### config.mk
export PLATFORM = sky130hd
export DESIGN_NAME = srs_serial_access
export DESIGN_NICKNAME = d
export VERILOG_FILES = /design/src/srs_pkg.sv /design/src/srs_serial_access.sv
export SDC_FILE = /design/constraint.sdc
export NUM_CORES = 1
export LEC_CHECK = 0
export BUFFER_PORTS_ARGS = -buffer_cell sky130_fd_sc_hd__buf_2
export CAP_MARGIN = 20
export CORE_MARGIN = 10
export CORE_UTILIZATION = 55
export CTS_CLUSTER_SIZE = 30
export DETAILED_ROUTE_END_ITERATION = 16
export GPL_TIMING_DRIVEN = 0
export PLACE_DENSITY_LB_ADDON = 0.05
export SLEW_MARGIN = 20
export SYNTH_ARGS = -nofsm -noshare
export SYNTH_HDL_FRONTEND = slang
export SYNTH_SLANG_ARGS = --single-unit
### constraint.sdc
create_clock -name i_core_clk -period 2.4 [get_ports i_core_clk]
set_input_delay 0.12 -clock i_core_clk [delete_from_list [all_inputs] [get_ports i_core_clk]]
set_output_delay 0.12 -clock i_core_clk [all_outputs]
set_load 0.05 [all_outputs]
### src/srs_pkg.sv
// package with addresses, field layouts, reset values and carriers for the serial access block
// Operation
// month stamp bits 7-5 hold a day-of-week code from 1 to 7, user meaning
// month stamp bit 4 holds the month tens digit, 0 or 1
// month stamp bits 3-0 hold the month ones digit, 0 to 9
// unimplemented register bits always read as zero
// the 64-byte memory keeps its contents while backup supply is present and enabled
// one control byte serves both regions; only the address byte picks a region
// timekeeping space sits at 0x00-0x1F, memory at 0x20-0x5F
// memory access never stalls while timekeeping registers update internally
// power-on reset leaves memory contents untouched and undefined
// on backup supply every serial access is refused
// byte write: control, address, data, each acknowledged; address loads pointer
// write address above 0x5F: address and data unacknowledged, nothing stored
// after a byte write the pointer holds the next address
// sequential write: every further byte is acknowledged, stored, pointer advances
// pointer wraps 0x1F to 0x00 and 0x5F to 0x20
// current-address read returns the byte at last accessed address plus one
// random read: address written, repeated start, one byte read, pointer advances
// sequential read continues while the master acknowledges; nack and stop end it
// stamps record only with power-loss flag clear; clearing the flag clears all stamps
// backup supply is used only when the backup-supply enable bit is set
// a control byte with another device code is ignored and the bus stays released
package srs_pkg;
    localparam logic [6:0] SRS_DEV_CODE = 7'h6f; // control byte 1101111x
    localparam logic [6:0] SRS_RTC_FIRST = 7'h00;
    localparam logic [6:0] SRS_RTC_LAST = 7'h1f;
    localparam logic [6:0] SRS_SRAM_FIRST = 7'h20;
    localparam logic [6:0] SRS_SRAM_LAST = 7'h5f;
    localparam int SRS_RTC_DEPTH = 32;
    localparam int SRS_SRAM_DEPTH = 64;
    // register offsets inside the timekeeping space
    localparam logic [4:0] SRS_WEEKDAY_ADDR = 5'h03;
    localparam logic [4:0] SRS_PD_MIN_ADDR = 5'h18;
    localparam logic [4:0] SRS_PD_HOUR_ADDR = 5'h19;
    localparam logic [4:0] SRS_PD_DATE_ADDR = 5'h1a;
    localparam logic [4:0] SRS_PD_MONTH_ADDR = 5'h1b;
    localparam logic [4:0] SRS_PU_MIN_ADDR = 5'h1c;
    localparam logic [4:0] SRS_PU_HOUR_ADDR = 5'h1d;
    localparam logic [4:0] SRS_PU_DATE_ADDR = 5'h1e;
    localparam logic [4:0] SRS_PU_MONTH_ADDR = 5'h1f;
    // implemented-bit masks
    localparam logic [7:0] SRS_MIN_MASK = 8'h7f;
    localparam logic [7:0] SRS_HOUR_MASK = 8'h7f;
    localparam logic [7:0] SRS_DATE_MASK = 8'h3f;
    localparam logic [7:0] SRS_MONTH_MASK = 8'hff;
    localparam logic [7:0] SRS_WEEKDAY_STORE_MASK = 8'h0f;
    localparam logic [7:0] SRS_FULL_MASK = 8'hff;
    // weekday register field positions
    localparam int SRS_OSC_RUN_BIT = 5;
    localparam int SRS_PWR_LOSS_BIT = 4;
    localparam int SRS_BKUP_EN_BIT = 3;
    // month stamp field positions
    localparam int SRS_DOW_MSB = 7;
    localparam int SRS_DOW_LSB = 5;
    localparam int SRS_MTH_TEN_BIT = 4;
    localparam int SRS_MTH_ONE_MSB = 3;
    localparam logic [7:0] SRS_REG_RESET = 8'h00;
    localparam logic [6:0] SRS_PTR_RESET = 7'h00;

    // time value handed over by the timekeeping logic
    typedef struct packed {
        logic [7:0] minute;
        logic [7:0] hour;
        logic [7:0] date;
        logic [7:0] month;
    } srs_stamp_t;

    // one registered write into either region
    typedef struct packed {
        logic en;
        logic [6:0] addr;
        logic [7:0] data;
    } srs_write_t;

    typedef enum logic [2:0] {
        SRS_IDLE,
        SRS_CTRL,
        SRS_ADDR,
        SRS_WDATA,
        SRS_RDATA,
        SRS_SKIP
    } srs_state_t;
endpackage : srs_pkg

### src/srs_serial_access.sv
// two-wire serial slave giving byte access to timekeeping registers and general memory
`timescale 1ns/1ns
module srs_serial_access (
    input wire logic i_core_clk,
    input wire logic i_rst_n,
    input wire logic i_scl,
    input wire logic i_sda,
    output logic o_sda_out,
    output logic o_sda_oe,
    input wire logic i_on_backup,
    input wire logic i_osc_running,
    input wire logic i_pwr_down_evt,
    input wire logic i_pwr_up_evt,
    input wire srs_pkg::srs_stamp_t i_stamp,
    output logic o_backup_supply_enable,
    output logic o_power_loss_flag
);
    import srs_pkg::*;

    // pointer step with wrap inside each region
    function automatic logic [6:0] srs_next_ptr(input logic [6:0] p);
        logic [6:0] n;
        n = p + 7'h01;
        if (p == SRS_RTC_LAST) begin
            n = SRS_RTC_FIRST;
        end else if (p == SRS_SRAM_LAST) begin
            n = SRS_SRAM_FIRST;
        end
        return n;
    endfunction : srs_next_ptr

    // implemented bits of each timekeeping location
    function automatic logic [7:0] srs_mask(input logic [4:0] a);
        logic [7:0] m;
        m = SRS_FULL_MASK;
        case (a)
            SRS_PD_MIN_ADDR, SRS_PU_MIN_ADDR: m = SRS_MIN_MASK;
            SRS_PD_HOUR_ADDR, SRS_PU_HOUR_ADDR: m = SRS_HOUR_MASK;
            SRS_PD_DATE_ADDR, SRS_PU_DATE_ADDR: m = SRS_DATE_MASK;
            SRS_PD_MONTH_ADDR, SRS_PU_MONTH_ADDR: m = SRS_MONTH_MASK;
            SRS_WEEKDAY_ADDR: m = SRS_WEEKDAY_STORE_MASK;
            default: m = SRS_FULL_MASK;
        endcase
        return m;
    endfunction : srs_mask

    // pin synchronisers: scl, sda, backup, oscillator
    logic [3:0] pin_meta_reg;
    logic [3:0] pin_sync_reg;
    logic [1:0] bus_prev_reg;

    always_ff @(posedge i_core_clk or negedge i_rst_n) begin
        if (!i_rst_n) begin
            pin_meta_reg <= 4'hf;
            pin_sync_reg <= 4'hf;
            bus_prev_reg <= 2'h3;
        end else begin
            pin_meta_reg <= {i_osc_running, i_on_backup, i_sda, i_scl};
            pin_sync_reg <= pin_meta_reg;
            bus_prev_reg <= pin_sync_reg[1:0];
        end
    end

    wire scl_s = pin_sync_reg[0];
    wire sda_s = pin_sync_reg[1];
    wire scl_p = bus_prev_reg[0];
    wire sda_p = bus_prev_reg[1];
    wire osc_run_s = pin_sync_reg[3];

    // bus conditions found from the sampled lines
    wire scl_rise = scl_s && !scl_p;
    wire scl_fall = !scl_s && scl_p;
    wire start_cond = scl_s && scl_p && sda_p && !sda_s;
    wire stop_cond = scl_s && scl_p && !sda_p && sda_s;

    // storage: timekeeping registers, flag, general memory
    logic [7:0] rtc_reg [SRS_RTC_DEPTH];
    logic power_loss_flag_reg;
    logic [7:0] sram_mem [SRS_SRAM_DEPTH];
    srs_write_t wr_reg;

    // backup path only counts when its enable bit is set
    wire backup_supply_enable = rtc_reg[SRS_WEEKDAY_ADDR][SRS_BKUP_EN_BIT];
    wire on_backup = pin_sync_reg[2] && backup_supply_enable;

    // read data for the current pointer
    logic [6:0] ptr_reg;
    wire [6:0] sram_off = ptr_reg - SRS_SRAM_FIRST;
    wire [4:0] rtc_idx = ptr_reg[4:0];
    wire [7:0] rtc_raw = rtc_reg[rtc_idx];
    wire [7:0] weekday_rd = {2'b00, osc_run_s, power_loss_flag_reg, rtc_raw[3:0]};
    wire [7:0] month_rd = {rtc_raw[SRS_DOW_MSB:SRS_DOW_LSB],
                           rtc_raw[SRS_MTH_TEN_BIT],
                           rtc_raw[SRS_MTH_ONE_MSB:0]};
    wire is_month = (rtc_idx == SRS_PD_MONTH_ADDR) || (rtc_idx == SRS_PU_MONTH_ADDR);
    wire [7:0] rtc_rd = (rtc_idx == SRS_WEEKDAY_ADDR) ? weekday_rd :
                        is_month ? month_rd : (rtc_raw & srs_mask(rtc_idx));
    wire in_rtc = (ptr_reg <= SRS_RTC_LAST);
    wire [7:0] rd_byte = in_rtc ? rtc_rd : sram_mem[sram_off[5:0]];

    // serial protocol state
    srs_state_t state_reg;
    logic [3:0] bit_cnt_reg;
    logic [7:0] shift_reg;
    logic [7:0] tx_reg;
    logic rw_reg;
    logic addr_bad_reg;
    logic mack_reg;
    logic sda_oe_reg;
    logic scl_seen_reg;

    // byte just completed: used at the scl fall after the rise that took the eighth bit
    wire [7:0] rx_byte = shift_reg;
    wire ctrl_match = (rx_byte[7:1] == SRS_DEV_CODE);
    wire addr_ok = (rx_byte[6:0] <= SRS_SRAM_LAST) && !rx_byte[7];
    wire receiving = (state_reg == SRS_CTRL) || (state_reg == SRS_ADDR) ||
                     (state_reg == SRS_WDATA);

    // protocol engine, stepped by scl edges and bus conditions
    always_ff @(posedge i_core_clk or negedge i_rst_n) begin
        if (!i_rst_n) begin
            state_reg <= SRS_IDLE;
            bit_cnt_reg <= 4'h0;
            shift_reg <= SRS_REG_RESET;
            tx_reg <= SRS_REG_RESET;
            rw_reg <= 1'b0;
            addr_bad_reg <= 1'b0;
            mack_reg <= 1'b0;
            scl_seen_reg <= 1'b0;
            sda_oe_reg <= 1'b0;
            ptr_reg <= SRS_PTR_RESET;
            wr_reg <= '0;
        end else begin
            wr_reg.en <= 1'b0;
            if (on_backup) begin
                state_reg <= SRS_IDLE;
                sda_oe_reg <= 1'b0;
            end else if (stop_cond) begin
                state_reg <= SRS_IDLE;
                sda_oe_reg <= 1'b0;
            end else if (start_cond) begin
                state_reg <= SRS_CTRL;
                scl_seen_reg <= 1'b0; // the fall that closes a start is not a bit
                bit_cnt_reg <= 4'h0;
                addr_bad_reg <= 1'b0;
                sda_oe_reg <= 1'b0;
            end else if (scl_rise && state_reg != SRS_IDLE) begin
                scl_seen_reg <= 1'b1;
                if (bit_cnt_reg < 4'h8) begin
                    if (receiving) begin
                        shift_reg <= {shift_reg[6:0], sda_s};
                    end
                end else begin
                    mack_reg <= !sda_s;
                end
            end else if (scl_fall && scl_seen_reg &&
                         state_reg != SRS_IDLE && state_reg != SRS_SKIP) begin
                if (bit_cnt_reg < 4'h7) begin
                    bit_cnt_reg <= bit_cnt_reg + 4'h1;
                    if (state_reg == SRS_RDATA) begin
                        tx_reg <= {tx_reg[6:0], 1'b0};
                        sda_oe_reg <= !tx_reg[6];
                    end
                end else if (bit_cnt_reg == 4'h7) begin
                    // eighth bit over: drive or skip the acknowledge
                    bit_cnt_reg <= 4'h8;
                    case (state_reg)
                        SRS_CTRL: begin
                            if (ctrl_match) begin
                                sda_oe_reg <= 1'b1;
                                rw_reg <= rx_byte[0];
                            end else begin
                                state_reg <= SRS_SKIP;
                            end
                        end
                        SRS_ADDR: begin
                            if (addr_ok) begin
                                sda_oe_reg <= 1'b1;
                                ptr_reg <= rx_byte[6:0];
                            end else begin
                                addr_bad_reg <= 1'b1;
                            end
                        end
                        SRS_WDATA: begin
                            if (!addr_bad_reg) begin
                                sda_oe_reg <= 1'b1;
                                wr_reg.en <= 1'b1;
                                wr_reg.addr <= ptr_reg;
                                wr_reg.data <= rx_byte;
                                ptr_reg <= srs_next_ptr(ptr_reg);
                            end
                        end
                        SRS_RDATA: begin
                            sda_oe_reg <= 1'b0; // master answers this slot
                        end
                        default: begin
                            sda_oe_reg <= 1'b0;
                        end
                    endcase
                end else begin
                    // acknowledge slot over: next byte
                    bit_cnt_reg <= 4'h0;
                    sda_oe_reg <= 1'b0;
                    case (state_reg)
                        SRS_CTRL: begin
                            if (rw_reg) begin
                                state_reg <= SRS_RDATA;
                                tx_reg <= rd_byte;
                                sda_oe_reg <= !rd_byte[7];
                                ptr_reg <= srs_next_ptr(ptr_reg);
                            end else begin
                                state_reg <= SRS_ADDR;
                            end
                        end
                        SRS_ADDR: begin
                            state_reg <= SRS_WDATA;
                        end
                        SRS_WDATA: begin
                            state_reg <= SRS_WDATA;
                        end
                        SRS_RDATA: begin
                            if (mack_reg) begin
                                tx_reg <= rd_byte;
                                sda_oe_reg <= !rd_byte[7];
                                ptr_reg <= srs_next_ptr(ptr_reg);
                            end else begin
                                state_reg <= SRS_SKIP;
                            end
                        end
                        default: begin
                            state_reg <= SRS_SKIP;
                        end
                    endcase
                end
            end
        end
    end

    // decode of the registered write
    wire wr_rtc = wr_reg.en && (wr_reg.addr <= SRS_RTC_LAST);
    wire wr_sram = wr_reg.en && (wr_reg.addr >= SRS_SRAM_FIRST);
    wire [4:0] wr_idx = wr_reg.addr[4:0];
    wire [6:0] wr_off = wr_reg.addr - SRS_SRAM_FIRST;
    wire flag_clear = wr_rtc && (wr_idx == SRS_WEEKDAY_ADDR) &&
                      !wr_reg.data[SRS_PWR_LOSS_BIT] && power_loss_flag_reg;
    wire stamp_ok = !power_loss_flag_reg || flag_clear;

    // timekeeping registers, flag and time-stamp capture
    always_ff @(posedge i_core_clk or negedge i_rst_n) begin
        if (!i_rst_n) begin
            for (int i = 0; i < SRS_RTC_DEPTH; i++) begin
                rtc_reg[i] <= SRS_REG_RESET;
            end
            power_loss_flag_reg <= 1'b0;
        end else begin
            if (wr_rtc) begin
                rtc_reg[wr_idx] <= wr_reg.data & srs_mask(wr_idx);
            end
            if (flag_clear) begin
                power_loss_flag_reg <= 1'b0;
                for (int i = SRS_PD_MIN_ADDR; i <= SRS_PU_MONTH_ADDR; i++) begin
                    rtc_reg[i] <= SRS_REG_RESET;
                end
            end
            if (i_pwr_down_evt && stamp_ok) begin
                rtc_reg[SRS_PD_MIN_ADDR] <= i_stamp.minute & SRS_MIN_MASK;
                rtc_reg[SRS_PD_HOUR_ADDR] <= i_stamp.hour & SRS_HOUR_MASK;
                rtc_reg[SRS_PD_DATE_ADDR] <= i_stamp.date & SRS_DATE_MASK;
                rtc_reg[SRS_PD_MONTH_ADDR] <= i_stamp.month;
            end
            if (i_pwr_up_evt && stamp_ok) begin
                rtc_reg[SRS_PU_MIN_ADDR] <= i_stamp.minute & SRS_MIN_MASK;
                rtc_reg[SRS_PU_HOUR_ADDR] <= i_stamp.hour & SRS_HOUR_MASK;
                rtc_reg[SRS_PU_DATE_ADDR] <= i_stamp.date & SRS_DATE_MASK;
                rtc_reg[SRS_PU_MONTH_ADDR] <= i_stamp.month;
                power_loss_flag_reg <= 1'b1; // set wins over clear
            end
        end
    end

    // general memory: no reset, contents kept across resets
    always_ff @(posedge i_core_clk) begin
        if (wr_sram) begin
            sram_mem[wr_off[5:0]] <= wr_reg.data;
        end
    end

    // open-drain data line and status outputs
    assign o_sda_out = 1'b0;
    assign o_sda_oe = sda_oe_reg;
    assign o_backup_supply_enable = backup_supply_enable;
    assign o_power_loss_flag = power_loss_flag_reg;
endmodule : srs_serial_access

==> impl_metrics.py <==
metrics = {
    "power_and_ir_drop": {
        "total_leakage_power_uw": 0.0159,
        "powerDensity_nw_per_um2": 666,
        "peakVddDrop_mv": 0.752,
        "total_power_uw": 29400,
    },
    "layout": {
        "syn2layout_area_growth_pct": 24.0,
        "multi_input_area_um2": 12800,
        "largest_reg_flops": 512,
        "regArea_um2": 23300,
        "nets": 2635,
        "fin_cells": 3514,
        "fillers": 4300,
        "drive_gt1_frac": 0.378,
        "fin_util": 0.687,
    },
    "logic_synthesis": {
        "syn_nets": 2343,
        "synthFlopType": "edfxtp_1",
        "synth_most_common_cell": "edfxtp_1",
        "yosysTopAreaCellShare": 0.431,
        "synth_area_leaders": "edfxtp_1, dfrtp_1, mux4_2",
        "ys_seq_elements": 829,
        "syn_avg_cell_area_um2": 15.5,
        "async_reset_ff_frac": 0.382,
        "syn_inst": 2298,
        "syn_area_um2": 35600,
        "synth_seq_area_share": 0.654,
        "synth_warnings": 0,
        "yosysTopAreaCell": "edfxtp_1",
        "yosys-top-cells-count": "edfxtp_1, dfrtp_1, mux2_2, nor2_1, mux4_2",
        "synth-edff-count": 512,
        "synth.distinct_cells": 73,
    },
    "outcome": {
        "status": "complete, but fails checks",
        "violations": "setup timing",
    },
    "setup_path": {
        "start_kind": "flip-flop",
        "crit_type": "flip-flop to flip-flop",
        "crit_arrival_ns": 3.43,
        "cp_cell_sequence": "buf_12 -> buf_16 -> buf_16 -> buf_8 -> buf_12 -> mux2i_1 -> o22ai_1 -> nor3_2 -> nand2_1 -> nand3_1 -> a32o_1",
        "rr_endpoint": "o_sda_oe",
        "rr_worst_depth": 11,
        "r2r_start": "ptr_reg[0]",
        "worst-path-buf-inv": 5,
        "critPathMaxStageDelay_ns": 0.40,
        "worstPathRequired_ns": 3.00,
        "end_kind": "flip-flop",
        "slowest_stage": "dfrtp_1",
        "critPathTopFamily": "buffers and inverters",
        "reg2reg_setup_slack_ns": -0.43,
        "cp_max_fo": 10,
    },
    "floorplanning": {
        "start_util": 0.554,
        "die_area_um2": 75400,
        "die_w_um": 275,
        "die_h_um": 275,
        "core-area_um2": 64300,
        "row_count": 93,
        "ios": 44,
    },
    "clock_tree": {
        "h-tree-depth": 3,
        "cts_tree": "done",
        "clkTransAtPathRegs_ns": 0.06,
        "clockBufferDepth": 3,
        "clock_latency_ns": 0.66,
        "root_buffer": "clkbuf_16",
        "clkSinkCount": 829,
        "numCtsBuffers": 85,
    },
    "grt": {
        "grt_pass1_wl_mm": 178,
        "antenna_found_initial": 0,
        "grt-ovfl-total": 0,
        "track_usage": 0.338,
        "first_global_vias": 23519,
        "grt_max_degree": 92,
    },
    "placed_design": {
        "pre_cts_slack_ns": -1.55,
        "dp.cells": 3204,
        "dpl.hpwl_mm": 82.9,
        "port_buffers": 38,
        "routabilityCongestion": 0.985,
    },
    "route": {
        "wl_met2_mm": 59.4,
        "wl_met3_mm": 11.9,
        "drtAntennaViolNets": 0,
        "routed.top_layer": "met4",
        "met1Wirelength_mm": 47.9,
        "drt_iter0_markers": 3015,
        "vias": 23890,
        "firstDrtPassIters": 8,
        "drc": 0,
        "wl_mm": 127,
        "avgRoutedWirePerCell_um": 36.2,
        "viasPerCell": 6.80,
    },
    "timing": {
        "finalSetupTns_ns": -6.34,
        "max_slew_margin": 0.329,
        "finalCritPeriodShare": 1.18,
        "hold_viol": 0,
        "worst_slew_pin_slew_ns": 1.01,
        "setup_ws_ns": -0.431,
        "rsz0062_at_grt": "yes",
        "report.final.slew_viol_count": 0,
        "fmaxAchievable_ghz": 0.353,
        "setup_viol": 72,
        "clock_skew_ns": 0.0230,
        "min_period_ns": 2.83,
    },
    "job": {
        "maxCapViolations": 0,
    },
    "hold_path": {
        "holdCritPathClass": "input port to async pin",
    },
}
-- per-stage QoR --
stage | instance area, um^2 | hold slack, ns
finish | 44200 | 0.0662
global route | 44200 | 0.122
CTS | 43400 | 0.0963
detailed placement | 37300 | 0.193
global placement | 36900 | 0.228
floorplan | 35600 | -0.176
-- what timing repair did --
| item | in CTS | in global routing |
|---|---|---|
| gates resized for setup | 447 | 96 |
| gates cloned | 6 | 1 |
| hold buffers | 35 | 0 |
| endpoints found under the setup margin | 734 | 539 |
| pin swaps | 52 | 38 |
| buffers inserted | 90 | 33 |
| hold endpoints to repair | 150 | 0 |
-- power by group --
part | total [uW] | internal, uW | switching, uW
Sequential | 15300 | 15200 | 163
Clock | 13300 | 7530 | 5810
Combinational | 790 | 316 | 474
-- layout by cell type, fill, tap and decap left out, types with 19 or more instances in the layout --
master           n
a21oi_1         79
a22oi_1         74
and2_1          21
buf_12          62
buf_16          31
buf_2           46
buf_4           86
clkbuf_1        50
clkbuf_16       88
clkbuf_2        21
dfrtp_1        298
dlygate4sd3_1   35
edfxtp_1       512
mux2_2         184
mux2i_1         75
mux4_2         147
nand2_1        119
nand3_1         19
nor2_1          88
nor2_4          64
nor2b_1         23
o21ai_0         71
-- per-layer routing --
layer,global-route usage,vias up
met1,0.444,12508
met3,0.0696,365
li1,-,9504
met2,0.527,1513
met4,0.185,0
met5,0,-
-- cell type report --
class                      count  area share
clock inverter                47      0.0114
clock buffer                 108      0.0514
multi-input combinational   1306       0.290
inverter                       9    0.000764
tap                          855      0.0242
antenna                        1   0.0000566
buffer                       143      0.0348
sequential                   829       0.528
timing repair buffer         216      0.0593
-- worst max-delay path by stage --
stage                     startpoint  slack [ns]        end  cells after the start
after floorplan           ptr_reg[2]        0.08   o_sda_oe                     11
after global placement       i_rst_n       -5.22  wr_reg[4]                      1
after detailed placement  ptr_reg[1]       -1.55   o_sda_oe                      9
after CTS                 ptr_reg[0]       -0.31  tx_reg[3]                      8
after global routing      ptr_reg[0]       -0.39  tx_reg[3]                     11
final                     ptr_reg[0]       -0.43   o_sda_oe                     11
-- cell families (layout without fill, tap and decap cells) --
group | count (synthesis) | count (layout) | synth area share
flops | 829 | 829 | 0.654
simple gates | 482 | 482 | 0.0644
mux | 438 | 438 | 0.183
compound gates | 378 | 378 | 0.0705
buf+inv | 163 | 523 | 0.0252
fa+ha+maj | 5 | 5 | 0.00176
xor+xnor | 2 | 2 | 0.000492
other cells | 1 | 2 | 0.000105
(Power assumes the default switching activity.)
